`src/core/bcl_params.svh`:
```
// constants of the boot configuration latch block
// Summary of operation
// four latch bytes are kept and applied at every reset.
// bytes 0-1 hold eight port fields; byte 2 reset select, debug, port 8.
// port field 00 analog hi-z, 01 digital hi-z, 10 pull-up, 11 pull-down.
// reset select 0 keeps the shared pin as I/O, 1 makes it a reset input.
// debug enable 0 blocks debug access, 1 permits it.
// boot speed 0 runs the boot oscillator at 12 MHz, 1 at 48 MHz.
// debug port 00 five-wire JTAG, 01 four-wire JTAG, 10 SWD, 11 none.
// correction enable 1 keeps extra flash for check bytes, 0 frees it.
// a four-bit field of the last byte selects the clock phase delay.
// the latches wear out, so reprogramming should be rare.
// fields are sampled once as reset ends and held until the next reset.
`ifndef BCL_PARAMS_SVH
`define BCL_PARAMS_SVH

// ----------------------------------------------------------------------
// register indices, byte address is four times the index
// ----------------------------------------------------------------------
`define BCL_IDX_DRIVE_LOW   3'h0
`define BCL_IDX_DRIVE_HIGH  3'h1
`define BCL_IDX_RESET_DEBUG 3'h2
`define BCL_IDX_BOOT_CLOCK  3'h3
`define BCL_IDX_PROG        3'h4
`define BCL_IDX_STATUS      3'h5
`define BCL_IDX_ACTIVE      3'h6

// ----------------------------------------------------------------------
// field positions
// ----------------------------------------------------------------------
`define BCL_EXTERNAL_RESET_BIT        7
`define BCL_DEBUG_ACCESS_ENABLE_BIT       6
`define BCL_PORT8_LSB       4
`define BCL_SPEED_BIT       0
`define BCL_DPS_LSB         1
`define BCL_ECC_BIT         3
`define BCL_PHS_LSB         4
`define BCL_PROG_IDX_LSB    0
`define BCL_PROG_DATA_LSB   8
`define BCL_ST_BUSY_BIT     0
`define BCL_ST_REFUSED_BIT  1
`define BCL_ST_SKIPPED_BIT  2
`define BCL_ST_COUNT_LSB    16

// ----------------------------------------------------------------------
// factory values and timing
// ----------------------------------------------------------------------
`define BCL_FACTORY_B0      8'h00
`define BCL_FACTORY_B1      8'h00
`define BCL_FACTORY_B2      8'h40
`define BCL_FACTORY_ECC_B3  8'h0a
`define BCL_BOOT_MHZ_SLOW   7'h0c
`define BCL_BOOT_MHZ_FAST   7'h30
`define BCL_PROG_CYCLES     64

`endif

```
`src/core/bcl_pkg.sv`:
```
// types of the boot configuration latch block
package bcl_pkg;

    typedef enum logic [1:0] {
        BCL_DRV_HIZ_ANALOG  = 2'h0,
        BCL_DRV_HIZ_DIGITAL = 2'h1,
        BCL_DRV_PULL_UP     = 2'h2,
        BCL_DRV_PULL_DOWN   = 2'h3
    } bcl_drive_mode_t;

    typedef enum logic [1:0] {
        BCL_DBG_JTAG5 = 2'h0,
        BCL_DBG_JTAG4 = 2'h1,
        BCL_DBG_SWD   = 2'h2,
        BCL_DBG_NONE  = 2'h3
    } bcl_dbg_port_t;

    typedef struct packed {
        bcl_drive_mode_t [8:0] port_reset_drive_mode;
        logic                  ext_reset_pin_select;
        logic                  debug_access_enable;
        logic                  boot_clock_speed;
        logic [6:0]            boot_imo_mhz;
        bcl_dbg_port_t         debug_port_select;
        logic                  jtag5_enable;
        logic                  jtag4_enable;
        logic                  swd_enable;
        logic                  flash_correction_enable;
        logic [3:0]            digital_clock_phase_delay;
    } bcl_cfg_t;

    typedef struct packed {
        logic [31:0] addr;
        logic [31:0] data;
        logic [3:0]  strb;
    } bcl_wr_req_t;

    typedef struct packed {
        logic [31:0] data;
        logic        err;
    } bcl_rd_rsp_t;

endpackage : bcl_pkg

```
`src/core/bcl_config_latch_top.sv`:
```
// boot configuration latches with axi4-lite access and reset sampling
`timescale 1ns/1ps
`include "bcl_params.svh"
module bcl_config_latch_top #(
    parameter int unsigned PROG_CYCLES = `BCL_PROG_CYCLES
) (
    input  wire logic             aclk,
    input  wire logic             aresetn,
    input  wire logic             por_n,
    input  wire logic [31:0]      s_axi_awaddr,
    input  wire logic [2:0]       s_axi_awprot,
    input  wire logic             s_axi_awvalid,
    output logic                  s_axi_awready,
    input  wire logic [31:0]      s_axi_wdata,
    input  wire logic [3:0]       s_axi_wstrb,
    input  wire logic             s_axi_wvalid,
    output logic                  s_axi_wready,
    output logic [1:0]            s_axi_bresp,
    output logic                  s_axi_bvalid,
    input  wire logic             s_axi_bready,
    input  wire logic [31:0]      s_axi_araddr,
    input  wire logic [2:0]       s_axi_arprot,
    input  wire logic             s_axi_arvalid,
    output logic                  s_axi_arready,
    output logic [31:0]           s_axi_rdata,
    output logic [1:0]            s_axi_rresp,
    output logic                  s_axi_rvalid,
    input  wire logic             s_axi_rready,
    output bcl_pkg::bcl_cfg_t     config_out,
    output logic                  config_valid,
    output logic                  prog_busy
);
    // ------------------------------------------------------------------
    // types, helpers
    // ------------------------------------------------------------------
    typedef enum logic {
        PROG_IDLE,
        PROG_WRITE
    } bcl_prog_state_t;

    localparam int unsigned CNT_W = $clog2(PROG_CYCLES + 1);

    // word index of a byte address, or all ones when unmapped
    function automatic logic [2:0] reg_index(input logic [31:0] addr);
        logic [2:0] idx;
        idx = addr[4:2];
        if (addr[31:5] != 27'h0 || addr[1:0] != 2'h0
                || idx > `BCL_IDX_ACTIVE) begin
            reg_index = 3'h7;
        end else begin
            reg_index = idx;
        end
    endfunction : reg_index

    function automatic logic [7:0] factory_byte(input logic [1:0] idx);
        unique case (idx)
            2'h0: factory_byte = `BCL_FACTORY_B0;
            2'h1: factory_byte = `BCL_FACTORY_B1;
            2'h2: factory_byte = `BCL_FACTORY_B2;
            2'h3: factory_byte = `BCL_FACTORY_ECC_B3;
        endcase
    endfunction : factory_byte

    // ------------------------------------------------------------------
    // signals
    // ------------------------------------------------------------------
    logic                  wr_en;
    bcl_pkg::bcl_wr_req_t  wr_req;
    logic                  wr_err;
    logic                  rd_en;
    logic [31:0]           rd_addr;
    bcl_pkg::bcl_rd_rsp_t  rd_rsp;
    logic [2:0]            wr_idx;
    logic [2:0]            rd_idx;

    logic [7:0]            latch_ff [4];
    logic [31:0]           latch_bytes;
    logic [31:0]           active_bytes_ff;
    bcl_pkg::bcl_cfg_t     decoded_cfg;
    logic                  sample_pend_ff;

    bcl_prog_state_t       prog_state_ff;
    logic [1:0]            prog_idx_ff;
    logic [7:0]            prog_data_ff;
    logic [CNT_W-1:0]      prog_cnt_ff;
    logic [15:0]           write_count_ff;
    logic                  refused_ff;
    logic                  skipped_ff;
    logic                  prog_start;
    logic                  prog_bad_start;
    logic                  prog_cmd;
    logic                  prog_done;
    logic                  prog_same;
    logic                  status_wr;

    // ------------------------------------------------------------------
    // bus front end
    // ------------------------------------------------------------------
    bcl_axil_slave u_slave (
        .aclk          (aclk),
        .aresetn       (aresetn),
        .s_axi_awaddr  (s_axi_awaddr),
        .s_axi_awvalid (s_axi_awvalid),
        .s_axi_awready (s_axi_awready),
        .s_axi_wdata   (s_axi_wdata),
        .s_axi_wstrb   (s_axi_wstrb),
        .s_axi_wvalid  (s_axi_wvalid),
        .s_axi_wready  (s_axi_wready),
        .s_axi_bresp   (s_axi_bresp),
        .s_axi_bvalid  (s_axi_bvalid),
        .s_axi_bready  (s_axi_bready),
        .s_axi_araddr  (s_axi_araddr),
        .s_axi_arvalid (s_axi_arvalid),
        .s_axi_arready (s_axi_arready),
        .s_axi_rdata   (s_axi_rdata),
        .s_axi_rresp   (s_axi_rresp),
        .s_axi_rvalid  (s_axi_rvalid),
        .s_axi_rready  (s_axi_rready),
        .wr_en         (wr_en),
        .wr_req        (wr_req),
        .wr_err        (wr_err),
        .rd_en         (rd_en),
        .rd_addr       (rd_addr),
        .rd_rsp        (rd_rsp)
    );

    assign wr_idx = reg_index(wr_req.addr);
    assign rd_idx = reg_index(rd_addr);
    assign wr_err = (wr_idx == 3'h7);

    // ------------------------------------------------------------------
    // write decode
    // ------------------------------------------------------------------
    // a command needs both the index and the data lane
    assign prog_cmd = wr_en && (wr_idx == `BCL_IDX_PROG)
                      && (wr_req.strb[1:0] == 2'h3);
    assign prog_start = prog_cmd && (prog_state_ff == PROG_IDLE);
    assign prog_bad_start = prog_cmd && (prog_state_ff != PROG_IDLE);

    assign status_wr = wr_en && (wr_idx == `BCL_IDX_STATUS)
                       && wr_req.strb[0];
    assign prog_done = (prog_state_ff == PROG_WRITE)
                       && (prog_cnt_ff == CNT_W'(1));
    assign prog_same = (latch_ff[prog_idx_ff] == prog_data_ff);

    // ------------------------------------------------------------------
    // read decode
    // ------------------------------------------------------------------
    always_comb begin
        rd_rsp = '0;
        unique case (rd_idx)
            `BCL_IDX_DRIVE_LOW:   rd_rsp.data = {24'h0, latch_ff[0]};
            `BCL_IDX_DRIVE_HIGH:  rd_rsp.data = {24'h0, latch_ff[1]};
            `BCL_IDX_RESET_DEBUG: rd_rsp.data = {24'h0, latch_ff[2]};
            `BCL_IDX_BOOT_CLOCK:  rd_rsp.data = {24'h0, latch_ff[3]};
            `BCL_IDX_PROG: begin
                rd_rsp.data[`BCL_PROG_IDX_LSB +: 2]  = prog_idx_ff;
                rd_rsp.data[`BCL_PROG_DATA_LSB +: 8] = prog_data_ff;
            end
            `BCL_IDX_STATUS: begin
                rd_rsp.data[`BCL_ST_BUSY_BIT]    = prog_busy;
                rd_rsp.data[`BCL_ST_REFUSED_BIT] = refused_ff;
                rd_rsp.data[`BCL_ST_SKIPPED_BIT] = skipped_ff;
                rd_rsp.data[`BCL_ST_COUNT_LSB +: 16] = write_count_ff;
            end
            `BCL_IDX_ACTIVE:      rd_rsp.data = active_bytes_ff;
            default:              rd_rsp.err  = 1'b1;
        endcase
    end

    // ------------------------------------------------------------------
    // latch store, loaded with factory values only at power-on
    // ------------------------------------------------------------------
    always_ff @(posedge aclk) begin
        if (!por_n) begin
            for (int i = 0; i < 4; i++) begin
                latch_ff[i] <= factory_byte(2'(i));
            end
        end else if (aresetn && prog_done && !prog_same) begin
            latch_ff[prog_idx_ff] <= prog_data_ff;
        end
    end

    // wear counter, survives device reset
    always_ff @(posedge aclk) begin
        if (!por_n) begin
            write_count_ff <= 16'h0;
        end else if (aresetn && prog_done && !prog_same
                     && write_count_ff != 16'hffff) begin
            write_count_ff <= write_count_ff + 16'h1;
        end
    end

    assign latch_bytes = {latch_ff[3], latch_ff[2], latch_ff[1], latch_ff[0]};

    // ------------------------------------------------------------------
    // programming sequence
    // ------------------------------------------------------------------
    always_ff @(posedge aclk) begin
        if (!aresetn) begin
            prog_state_ff <= PROG_IDLE;
            prog_cnt_ff   <= '0;
            prog_busy     <= 1'b0;
        end else begin
            unique case (prog_state_ff)
                PROG_IDLE: begin
                    if (prog_start) begin
                        prog_state_ff <= PROG_WRITE;
                        prog_cnt_ff   <= CNT_W'(PROG_CYCLES);
                        prog_busy     <= 1'b1;
                    end
                end
                PROG_WRITE: begin
                    prog_cnt_ff <= prog_cnt_ff - CNT_W'(1);
                    if (prog_done) begin
                        prog_state_ff <= PROG_IDLE;
                        prog_busy     <= 1'b0;
                    end
                end
            endcase
        end
    end

    always_ff @(posedge aclk) begin
        if (!aresetn) begin
            prog_idx_ff  <= 2'h0;
            prog_data_ff <= 8'h0;
        end else if (prog_start) begin
            prog_idx_ff  <= wr_req.data[`BCL_PROG_IDX_LSB +: 2];
            prog_data_ff <= wr_req.data[`BCL_PROG_DATA_LSB +: 8];
        end
    end

    // sticky flags: write one clears, a new event wins
    always_ff @(posedge aclk) begin
        if (!aresetn) begin
            refused_ff <= 1'b0;
            skipped_ff <= 1'b0;
        end else begin
            if (prog_bad_start) begin
                refused_ff <= 1'b1;
            end else if (status_wr
                         && wr_req.data[`BCL_ST_REFUSED_BIT]) begin
                refused_ff <= 1'b0;
            end
            if (prog_done && prog_same) begin
                skipped_ff <= 1'b1;
            end else if (status_wr
                         && wr_req.data[`BCL_ST_SKIPPED_BIT]) begin
                skipped_ff <= 1'b0;
            end
        end
    end

    // ------------------------------------------------------------------
    // reset sampling of the applied configuration
    // ------------------------------------------------------------------
    bcl_field_decode u_decode (
        .latch_bytes (latch_bytes),
        .cfg         (decoded_cfg)
    );

    // factory values in reset, sampled at the first edge after
    always_ff @(posedge aclk) begin
        if (!aresetn) begin
            sample_pend_ff  <= 1'b1;
            config_valid    <= 1'b0;
            active_bytes_ff <= {`BCL_FACTORY_ECC_B3, `BCL_FACTORY_B2,
                                `BCL_FACTORY_B1, `BCL_FACTORY_B0};
        end else if (sample_pend_ff) begin
            sample_pend_ff  <= 1'b0;
            config_valid    <= 1'b1;
            active_bytes_ff <= latch_bytes;
        end
    end

    always_ff @(posedge aclk) begin
        if (!aresetn) begin
            config_out <= '0;
            config_out.debug_access_enable     <= 1'b1;
            config_out.boot_imo_mhz            <= `BCL_BOOT_MHZ_SLOW;
            config_out.debug_port_select       <= bcl_pkg::BCL_DBG_JTAG4;
            config_out.jtag4_enable            <= 1'b1;
            config_out.flash_correction_enable <= 1'b1;
        end else if (sample_pend_ff) begin
            config_out <= decoded_cfg;
        end
    end
endmodule : bcl_config_latch_top

```
`src/core/bcl_field_decode.sv`:
```
// decode of the four latch bytes into configuration fields
`timescale 1ns/1ps
`include "bcl_params.svh"
module bcl_field_decode (
    input  wire logic [31:0]      latch_bytes,
    output bcl_pkg::bcl_cfg_t     cfg
);
    logic [7:0] b2;
    logic [7:0] b3;

    assign b2 = latch_bytes[23:16];
    assign b3 = latch_bytes[31:24];

    always_comb begin
        cfg = '0;
        for (int i = 0; i < 8; i++) begin
            cfg.port_reset_drive_mode[i] =
                bcl_pkg::bcl_drive_mode_t'(latch_bytes[2*i +: 2]);
        end
        cfg.port_reset_drive_mode[8] =
            bcl_pkg::bcl_drive_mode_t'(b2[`BCL_PORT8_LSB +: 2]);
        cfg.ext_reset_pin_select = b2[`BCL_EXTERNAL_RESET_BIT];
        cfg.debug_access_enable  = b2[`BCL_DEBUG_ACCESS_ENABLE_BIT];
        cfg.boot_clock_speed     = b3[`BCL_SPEED_BIT];
        cfg.boot_imo_mhz = b3[`BCL_SPEED_BIT] ? `BCL_BOOT_MHZ_FAST
                                              : `BCL_BOOT_MHZ_SLOW;
        cfg.debug_port_select =
            bcl_pkg::bcl_dbg_port_t'(b3[`BCL_DPS_LSB +: 2]);
        // no port opens while debug access is blocked
        cfg.jtag5_enable = b2[`BCL_DEBUG_ACCESS_ENABLE_BIT]
            && (cfg.debug_port_select == bcl_pkg::BCL_DBG_JTAG5);
        cfg.jtag4_enable = b2[`BCL_DEBUG_ACCESS_ENABLE_BIT]
            && (cfg.debug_port_select == bcl_pkg::BCL_DBG_JTAG4);
        cfg.swd_enable   = b2[`BCL_DEBUG_ACCESS_ENABLE_BIT]
            && (cfg.debug_port_select == bcl_pkg::BCL_DBG_SWD);
        cfg.flash_correction_enable = b3[`BCL_ECC_BIT];
        cfg.digital_clock_phase_delay = b3[`BCL_PHS_LSB +: 4];
    end
endmodule : bcl_field_decode

```
`src/core/bcl_axil_slave.sv`:
```
// axi4-lite slave front end with one write and one read in flight
`timescale 1ns/1ps
module bcl_axil_slave (
    input  wire logic                 aclk,
    input  wire logic                 aresetn,
    input  wire logic [31:0]          s_axi_awaddr,
    input  wire logic                 s_axi_awvalid,
    output logic                      s_axi_awready,
    input  wire logic [31:0]          s_axi_wdata,
    input  wire logic [3:0]           s_axi_wstrb,
    input  wire logic                 s_axi_wvalid,
    output logic                      s_axi_wready,
    output logic [1:0]                s_axi_bresp,
    output logic                      s_axi_bvalid,
    input  wire logic                 s_axi_bready,
    input  wire logic [31:0]          s_axi_araddr,
    input  wire logic                 s_axi_arvalid,
    output logic                      s_axi_arready,
    output logic [31:0]               s_axi_rdata,
    output logic [1:0]                s_axi_rresp,
    output logic                      s_axi_rvalid,
    input  wire logic                 s_axi_rready,
    output logic                      wr_en,
    output bcl_pkg::bcl_wr_req_t      wr_req,
    input  wire logic                 wr_err,
    output logic                      rd_en,
    output logic [31:0]               rd_addr,
    input  wire bcl_pkg::bcl_rd_rsp_t rd_rsp
);
    logic aw_held_ff;
    logic w_held_ff;
    logic nxt_aw_held;
    logic nxt_w_held;
    logic nxt_bvalid;

    assign wr_en   = aw_held_ff && w_held_ff && !s_axi_bvalid;
    assign rd_en   = s_axi_arvalid && s_axi_arready;
    assign rd_addr = s_axi_araddr;

    always_comb begin
        nxt_aw_held = aw_held_ff;
        nxt_w_held  = w_held_ff;
        nxt_bvalid  = s_axi_bvalid;
        if (s_axi_awvalid && s_axi_awready) begin
            nxt_aw_held = 1'b1;
        end
        if (s_axi_wvalid && s_axi_wready) begin
            nxt_w_held = 1'b1;
        end
        if (s_axi_bvalid && s_axi_bready) begin
            nxt_bvalid = 1'b0;
        end
        if (wr_en) begin
            nxt_aw_held = 1'b0;
            nxt_w_held  = 1'b0;
            nxt_bvalid  = 1'b1;
        end
    end

    always_ff @(posedge aclk) begin
        if (!aresetn) begin
            aw_held_ff    <= 1'b0;
            w_held_ff     <= 1'b0;
            s_axi_awready <= 1'b0;
            s_axi_wready  <= 1'b0;
            s_axi_bvalid  <= 1'b0;
            s_axi_bresp   <= 2'h0;
        end else begin
            aw_held_ff    <= nxt_aw_held;
            w_held_ff     <= nxt_w_held;
            s_axi_bvalid  <= nxt_bvalid;
            s_axi_awready <= !nxt_aw_held && !nxt_bvalid && !wr_en;
            s_axi_wready  <= !nxt_w_held && !nxt_bvalid && !wr_en;
            if (wr_en) begin
                s_axi_bresp <= wr_err ? 2'h2 : 2'h0;
            end
        end
    end

    always_ff @(posedge aclk) begin
        if (!aresetn) begin
            wr_req <= '0;
        end else begin
            if (s_axi_awvalid && s_axi_awready) begin
                wr_req.addr <= s_axi_awaddr;
            end
            if (s_axi_wvalid && s_axi_wready) begin
                wr_req.data <= s_axi_wdata;
                wr_req.strb <= s_axi_wstrb;
            end
        end
    end

    always_ff @(posedge aclk) begin
        if (!aresetn) begin
            s_axi_arready <= 1'b0;
            s_axi_rvalid  <= 1'b0;
            s_axi_rdata   <= 32'h0;
            s_axi_rresp   <= 2'h0;
        end else if (rd_en) begin
            s_axi_arready <= 1'b0;
            s_axi_rvalid  <= 1'b1;
            s_axi_rdata   <= rd_rsp.data;
            s_axi_rresp   <= rd_rsp.err ? 2'h2 : 2'h0;
        end else if (s_axi_rvalid && s_axi_rready) begin
            s_axi_rvalid  <= 1'b0;
            s_axi_arready <= 1'b1;
        end else if (!s_axi_rvalid) begin
            s_axi_arready <= 1'b1;
        end
    end
endmodule : bcl_axil_slave

```
`config.mk`:
```
export PLATFORM = sky130hd
export DESIGN_NAME = bcl_config_latch_top
export DESIGN_NICKNAME = d
export VERILOG_FILES = /design/src/core/bcl_pkg.sv /design/src/core/bcl_config_latch_top.sv /design/src/core/bcl_field_decode.sv /design/src/core/bcl_axil_slave.sv
export VERILOG_INCLUDE_DIRS = /design/src /design/src/core
export SDC_FILE = /design/constraint.sdc
export NUM_CORES = 1
export LEC_CHECK = 0
export CAP_MARGIN = 20
export CORE_UTILIZATION = 40
export CTS_BUF_LIST = sky130_fd_sc_hd__clkbuf_16
export DETAILED_ROUTE_END_ITERATION = 8
export DONT_BUFFER_PORTS = 1
export GPL_ROUTABILITY_DRIVEN = 0
export REMOVE_ABC_BUFFERS = 1
export SLEW_MARGIN = 20
export SYNTH_ARGS = -nofsm -noshare
export SYNTH_HDL_FRONTEND = slang
export SYNTH_SLANG_ARGS = --single-unit
```
`constraint.sdc`:
```
create_clock -name aclk -period 3.5 [get_ports aclk]
set_clock_uncertainty 0.1 [all_clocks]
set_input_delay 0.525 -clock aclk [delete_from_list [all_inputs] [get_ports aclk]]
set_output_delay 0.525 -clock aclk [all_outputs]
set_load 0.01 [all_outputs]
```
==> flow_summary.yaml, run 1 <==
run_status:
  outcome: "finished clean"
critical_path:
  crit_path_start_kind: "flop"
  max_stage_delay_ns: 0.65
  crit_required_ns: 3.49
  worstSetupPathType: "flop to flop"
  worstPathArrival_ns: 3.01
  crit_chain: "mux4_2 > xnor2_1 > nand4_1 > nor2_4 > nor3_4 > a31o_1"
  ff2ff_path_depth: 6
  cp_slowest_cell: "dfxtp_1"
  critPathMaxFanout: 19
  cp-end-kind: "flop"
synth:
  syn_area_mm2: 0.008646
  yosys.area.top_type: "dfxtp_1"
  seq_area_frac_synth_pct: 48.86
  synthDistinctLibCells: 61
  syn_inst: 924
  synth_enable_flop_cells: 32
  ys_ff_latch: 195
  avgSynthCellArea_um2: 9.357
  yosysWarnings: 0
  synth_ff_type: "dfxtp_1"
  async_flop_share_pct: 0
  synth_top_area_share_pct: 37.74
  synthTopCellsByArea: "dfxtp_1 (38%), edfxtp_1 (11%), nand2_1 (6.3%), mux2i_1 (5.7%), a21oi_1 (3.4%)"
clocking:
  cts_inserted_buffers: 17
  cts.sinks: 195
  cts_hold_buf: 0
  path_clk_slew_ns: 0.07
  root_buffer: "clkbuf_16"
  htree_num_levels: 4
  clock_latency_ns: 0.43
  clockBufferDepth: 2
  postCtsSetupBuffers: 0
  cts_resized: 0
  cts_tree: "built"
power_and_ir_drop:
  p_sw_mw: 1.132
  p_seq_share_pct: 51.6
  power_mw: 4.780
  switching_share_pct: 23.67
  intPower_mw: 3.648
  power.leakage_nw: 3.310
  pwr-share-clk_pct: 43.4
  power_density_mw_per_mm2: 521.8
  pwr-share-comb_pct: 5.0
  irDropWorstVdd_uv: 330.7
routing:
  routedWlPerCell_um: 18.36
  first_pass_iters: 5
  drt-initial-drc-count: 395
  wirelength_mm: 20.99
  antenna_left: 0
  vias_per_cell: 5.628
  drc_errors: 0
  vias: 6433
global_route:
  grt_pass1_vias: 6104
  antenna_found_initial: 0
  grt_pass1_wl_mm: 32.86
  gr-total-overflow: 0
  grt_max_degree: 65
  gr-usage-all-layers_pct: 19.07
finish:
  nNetsFinal: 972
  final_cell_area_mm2: 0.009160
  layout-drive-gt1-share_pct: 8.871
  antenna_cells: 0
  instances_no_fill: 1143
  area_delta_synth_final_pct: 5.948
floorplan:
  dieHeight_um: 149.0
  rows: 53
  start_util_pct: 41.00
  die_area_mm2: 0.02221
  die-width_um: 149.0
  pin_count: 195
  core-area_mm2: 0.02109
sta:
  slew_headroom_pct: 30.92
  tightest_slew_ns: 1.034
  setup_slack_ns: 0.4870
  hold_viol: 0
  fmax_ghz: 0.3319
  min_period_over_period_pct: 86.09
  fin_setup_tns_ns: 0
  slew_violations: 0
  setup-violations-final: 0
  rsz0062_at_grt: "false"
  period_minus_slack_ns: 3.013
place:
  postPlaceCellArea_mm2: 0.008538
  dp_cells: 1111
  port_buffers: 0
  place_hpwl_mm: 14.30
  place_ws_ns: 0.5118
run:
  drv_cap: 0
hold_path:
  min_path_cells: 1
  min_path_type: "primary input to flop"
routing by layer:
metal  global-route usage [%]  part of all wire (%)  wire length (µm)  vias up
li1                         -                     -                 -     3117
met1                    24.68                    44              9270     3065
met2                    30.53                    46              9657      227
met3                    5.872                   8.4              1771       24
met4                    5.408                   1.4               289        0
met5                        0                     0                 0        -
synth_stat cells (14+ instances only):
cell type	instances
a21oi_1	59
a221oi_1	24
and3_1	25
buf_4	36
clkbuf_1	52
dfxtp_1	163
edfxtp_1	32
mux2i_1	49
nand2_1	146
nand2b_1	21
nand3_1	18
nand4_1	14
nor2_1	68
nor4_1	20
o21ai_0	47
final cells by class:
| class | instances | area, µm² |
|---|---|---|
| timing repair buffer | 13 | 97.59 |
| tap | 275 | 344.1 |
| sequential | 195 | 4225 |
| clock buffer | 18 | 450.4 |
| multi-input combinational | 621 | 3846 |
| clock inverter | 14 | 170.2 |
| fill | 2075 | 11930 |
| inverter | 7 | 26.28 |
critical path: cells and delay by family (launching register included):
kind / cells / cell delay (ns)
xor gates and xnor gates: 1 / 0.15
and+or+nand+nor: 3 / 0.76
AOI/OAI and AO/OA: 1 / 0.42
muxes: 1 / 0.58
DFF: 1 / 0.65
registers in the layout (all words and copies together) (netlist names), 2 cells and up, named ones only:
register / cells
u_slave.wr_req: 45
active_bytes_ff: 32
latch_ff: 32
prog_idx_ff: 2
prog_cnt_ff: 7
u_slave.s_axi_rdata: 32
write_count_ff: 16
prog_data_ff: 8
config_out: 4
cell usage in the layout, fill, tap and decap left out, drive strengths merged, types with 20 or more instances in the layout:
master,count
a221oi,24
a21oi,59
and3,25
nor3,21
nand2,147
mux2i,49
dfxtp,163
nor4,20
edfxtp,32
nand2b,21
nor2,70
o21ai,47
worst paths after layout:
kind         slack, ns                from                 end
max reg2reg       0.49                flop      latch_ff[1][1]
min               0.06             aresetn       config_out[6]
max               0.49                flop      latch_ff[1][1]
min reg2reg       0.35  u_slave.wr_req[52]  u_slave.wr_req[52]
through the flow:
step,hold WS [ns],util (%)
6_report,0.05593,43.44
5_1_grt,0.04220,43.44
4_1_cts,0.03783,43.43
3_5_place_dp,0.3424,40.49
3_3_place_gp,0.3377,40.49
2_1_floorplan,0.3156,-
cell families after synthesis:
| family | share of synthesized area (%) |
|---|---|
| AOI/OAI and AO/OA | 11.30 |
| and+or+nand+nor | 22.29 |
| xor gates and xnor gates | 0.9118 |
| other | 0.04337 |
| muxes | 9.320 |
| adders and majority gates | 0.4342 |
| DFF | 48.86 |
| buffers and inverters | 6.845 |
power groups by stage:
stage / clock [mW] / combinational (mW) / sequential (mW)
2_1_floorplan: 0 / 0.191 / 2.49
3_3_place_gp: 0 / 0.238 / 2.52
3_5_place_dp: 0 / 0.242 / 2.52
4_1_cts: 2.12 / 0.243 / 2.47
5_1_grt: 2.21 / 0.273 / 2.48
6_report: 2.07 / 0.240 / 2.47
Power figures use the tool's default switching activity.
==> inputs of run 2 (changes only) <==
Settings changed: RECOVER_POWER set to 100.
==> flow_summary.yaml, run 2 (synthesized netlist as in run 1, its figures left out) <==
power_and_ir_drop:
  intPower_mw: 3.649
  p_sw_mw: 1.130
  p_seq_share_pct: 51.6
  pwr-share-comb_pct: 5.0
  switching_share_pct: 23.64
  power_density_mw_per_mm2: 526.0
  power.leakage_nw: 3.261
  irDropWorstVdd_uv: 328.6
  pwr-share-clk_pct: 43.4
critical_path:
  crit_buf_inv: 1
  max_stage_delay_ns: 0.65
  cp-end-kind: "flop"
  cp.depth: 7
  crit_path_start_kind: "flop"
  worstSetupPathType: "flop to flop"
  ff2ff_path_depth: 7
  crit_chain: "mux4_2 > xnor2_1 > nand4_1 > or2_0 > nand2_1 > o31ai_1 > buf_4"
  critPathMaxFanout: 9
  cp_slowest_cell: "dfxtp_1"
  worstReg2RegEnd: "latch_ff[0][0]"
  crit_required_ns: 3.54
  cpLargestDelayFamily: "simple AND/OR/NAND/NOR gates"
  endpoint: "latch_ff[0][0]"
  worstPathArrival_ns: 3.07
  r2r_slack_ns: 0.46
clocking:
  cts_hold_buf: 0
  root_buffer: "clkbuf_16"
  postCtsSetupBuffers: 0
  htree_num_levels: 4
  clockBufferDepth: 2
  clock_latency_ns: 0.43
  cts_resized: 0
  path_clk_slew_ns: 0.07
  cts_tree: "built"
  cts_inserted_buffers: 17
  cts.sinks: 195
global_route:
  grt_pass1_vias: 6104
  gr-total-overflow: 0
  grt_pass1_wl_mm: 32.86
  grt_max_degree: 65
  gr-usage-all-layers_pct: 19.07
  antenna_found_initial: 0
place:
  dp_cells: 1111
  place_ws_ns: 0.5118
  place_hpwl_mm: 14.30
  port_buffers: 0
routing:
  first_pass_iters: 5
  routedWlPerCell_um: 18.36
  wirelength_mm: 20.99
  vias_per_cell: 5.648
  drc_errors: 0
  vias: 6456
  antenna_left: 0
  drt-initial-drc-count: 366
sta:
  tightest_slew_ns: 1.649
  fmax_ghz: 0.3292
  setup-violations-final: 0
  period_minus_slack_ns: 3.038
  fin_setup_tns_ns: 0
  slew_violations: 100
  rsz0062_at_grt: "false"
  setup_slack_ns: 0.4623
  whs_ns: 0.06000
  slew_headroom_pct: -9.910
  min_period_over_period_pct: 86.79
  hold_viol: 0
finish:
  layout_commonest_cell: "dfxtp_1"
  fillers: 2096
  register_area_mm2: 0.004224
  layout-drive-gt1-share_pct: 6.682
  instances_no_fill: 1143
  area_delta_synth_final_pct: 5.080
  nNetsFinal: 972
  layout_common_cells: "dfxtp_1 (163), nand2_1 (147), nor2_1 (69)"
  antenna_cells: 0
  multi_input_area_mm2: 0.003794
  largest_register_ffs: 45
  top_register: "u_slave.wr_req"
floorplan:
  core-area_mm2: 0.02109
  dieHeight_um: 149.0
  die_area_mm2: 0.02221
  start_util_pct: 41.00
  die-width_um: 149.0
  rows: 53
  pin_count: 195
hold_path:
  min_path_type: "primary input to flop"
run_status:
  violations: "capacitance limit, slew limit"
  outcome: "finished with violations"
run:
  drv_cap: 3
==> run 2: changes by cell type in the layout (fill, tap and decap cells not counted), moves of 2 or more <==
cell,before,now
nor3_1,12,19
nor3_2,8,1
buf_4,13,7
clkbuf_1,0,5
and2_0,0,3
and2_1,3,1
==> run 2: worst min path at each step <==
stage	from	to	slack, ns	depth (start not counted)
3_3_place_gp	u_slave.aw_held_ff	u_slave.s_axi_awready	0.34	1
3_5_place_dp	u_slave.aw_held_ff	u_slave.s_axi_awready	0.34	1
4_1_cts	aresetn	config_out[6]	0.04	1
5_1_grt	aresetn	active_bytes_ff[27]	0.04	1
6_report	aresetn	config_out[6]	0.06	1
2_1_floorplan	u_slave.aw_held_ff	u_slave.s_axi_awready	0.32	1
==> run 2: final cells by class <==
type | instances | share of cell area, %
Timing Repair Buffer | 13 | 0.8401
Clock buffer | 18 | 4.958
Multi-Input combinational cell | 621 | 41.76
Clock inverter | 14 | 1.873
Sequential cell | 195 | 46.49
Tap cell | 275 | 3.787
Inverter | 7 | 0.2892
==> run 2: per-stage QoR <==
stage	power, mW	instance area, µm²	utilization, %
finish	4.779	9085	43.08
global route	4.959	9085	43.08
CTS	4.834	9159	43.43
detailed placement	2.761	8538	40.49
global placement	2.755	8538	40.49
floorplan	2.678	8095	-
==> run 2: layer usage <==
metal / wire [µm] / track usage, % / vias up
li1: - / - / 3116
met2: 9660 / 30.53 / 230
met5: 0 / 0 / -
met1: 9340 / 24.68 / 3087
met4: 265 / 5.408 / 0
met3: 1725 / 5.872 / 23
==> run 2: power groups by stage <==
stage | clock network, mW | registers (mW) | logic, mW
after floorplan | 0 | 2.49 | 0.191
after global placement | 0 | 2.52 | 0.238
after detailed placement | 0 | 2.52 | 0.242
after CTS | 2.12 | 2.47 | 0.243
after global routing | 2.21 | 2.48 | 0.273
final | 2.07 | 2.47 | 0.240
==> inputs of run 3 (changes only) <==
Settings changed: CORE_UTILIZATION 40 to 30.
==> flow_summary.yaml, run 3 (synthesized netlist as in run 1, its figures left out) <==
run_status:
  outcome: "finished with violations"
  violations: "capacitance limit, slew limit"
routing:
  drc_errors: 0
  vias: 6442
  wirelength_mm: 21.86
  routedWlPerCell_um: 17.58
  drt-initial-drc-count: 479
  vias_per_cell: 5.183
  first_pass_iters: 6
  antenna_left: 0
clocking:
  root_buffer: "clkbuf_16"
  clock_latency_ns: 0.43
  cts_tree: "built"
  clockBufferDepth: 2
  cts_resized: 0
  cts_inserted_buffers: 17
  cts.sinks: 195
  postCtsSetupBuffers: 0
  path_clk_slew_ns: 0.07
  htree_num_levels: 4
  cts_hold_buf: 0
critical_path:
  crit_chain: "mux4_2 > xnor2_1 > nand4_1 > or2_1 > nand2_2 > o31ai_1 > clkbuf_2"
  critPathMaxFanout: 9
  cp_slowest_cell: "dfxtp_1"
  crit_path_start_kind: "flop"
  worstPathArrival_ns: 3.22
  cp-end-kind: "flop"
  worstSetupPathType: "flop to flop"
  crit_required_ns: 3.53
  max_stage_delay_ns: 0.66
floorplan:
  die_area_mm2: 0.02950
  pin_count: 195
  start_util_pct: 30.78
  core-area_mm2: 0.02809
  dieHeight_um: 171.8
  rows: 61
  die-width_um: 171.8
place:
  port_buffers: 0
  dp_cells: 1211
  postPlaceCellArea_mm2: 0.008645
  place_hpwl_mm: 15.25
hold_path:
  min-delay-start: "aresetn"
  min_path_type: "primary input to flop"
global_route:
  antenna_found_initial: 0
  grt_pass1_vias: 6064
  grt_max_degree: 71
  grt_pass1_wl_mm: 33.59
  gr-usage-all-layers_pct: 14.89
  gr-total-overflow: 0
sta:
  period_minus_slack_ns: 3.191
  slew_violations: 68
  hold_viol: 0
  tightest_slew_ns: 1.582
  slew_headroom_pct: -5.617
  whs_ns: 0.07137
  min_period_over_period_pct: 91.19
  fmax_ghz: 0.3133
  setup-violations-final: 0
  rsz0062_at_grt: "false"
  fin_setup_tns_ns: 0
finish:
  layout_commonest_cell: "dfxtp_1"
  final_cell_area_mm2: 0.009134
  top_register: "u_slave.wr_req"
  area_delta_synth_final_pct: 5.644
  antenna_cells: 0
  layout-drive-gt1-share_pct: 6.590
  layout_common_cells: "dfxtp_1 (163), nand2_1 (146), nor2_1 (68)"
  nNetsFinal: 969
  instances_no_fill: 1243
  final_util_pct: 32.52
  largest_register_ffs: 45
power_and_ir_drop:
  power_density_mw_per_mm2: 499.8
  power.leakage_nw: 3.202
  irDropWorstVdd_uv: 314.4
run:
  drv_cap: 2
[run 3: through the flow]
stage / power [mW] / setup slack (ns)
2_1_floorplan: 2.678 / 0.1154
3_3_place_gp: 2.760 / 0.4262
3_5_place_dp: 2.766 / 0.3455
4_1_cts: 4.623 / 0.3234
5_1_grt: 4.762 / 0.09495
6_report: 4.565 / 0.3085
[run 3: path summary, 6_finish.rpt]
| kind | end | slack (ns) | depth (start not counted) |
|---|---|---|---|
| setup / recovery | latch_ff[0][7] | 0.31 | 7 |
| hold / removal | config_out[6] | 0.07 | 1 |
| setup reg to reg | latch_ff[0][7] | 0.31 | 7 |
| hold reg to reg | u_slave.wr_req[62] | 0.36 | 2 |
[run 3: final cells by class]
type                    instances  area (µm²)
flip-flops and latches        195        4224
repair buffers                 10       58.81
multi-input cells             621        3805
clock buffers                  17       425.4
clock inverters                15       121.4
fillers                      2969       18950
inverters                       7       26.28
well taps                     378       473.0
[run 3: where the power goes]
group	internal (mW)	switching [mW]
clock network	0.933	0.921
registers	2.36	0.105
logic	0.104	0.137
total	3.40	1.16
[run 3: layer usage]
metal / wire [µm] / track usage (%) / vias up
met5: 0 / 0 / -
met4: 306 / 5.156 / 0
met3: 1973 / 4.487 / 22
met2: 9794 / 23.55 / 243
met1: 9782 / 19.17 / 3053
li1: - / - / 3124
[run 3: worst max-delay path: cells and delay by family (launching register included)]
kind                   cells  cell delay (ns)
AO/OA/AOI/OAI              1             0.43
XOR/XNOR                   1             0.15
buffers and inverters      1             0.30
flip-flops                 1             0.66
multiplexers               1             0.58
AND/OR/NAND/NOR            3             0.68
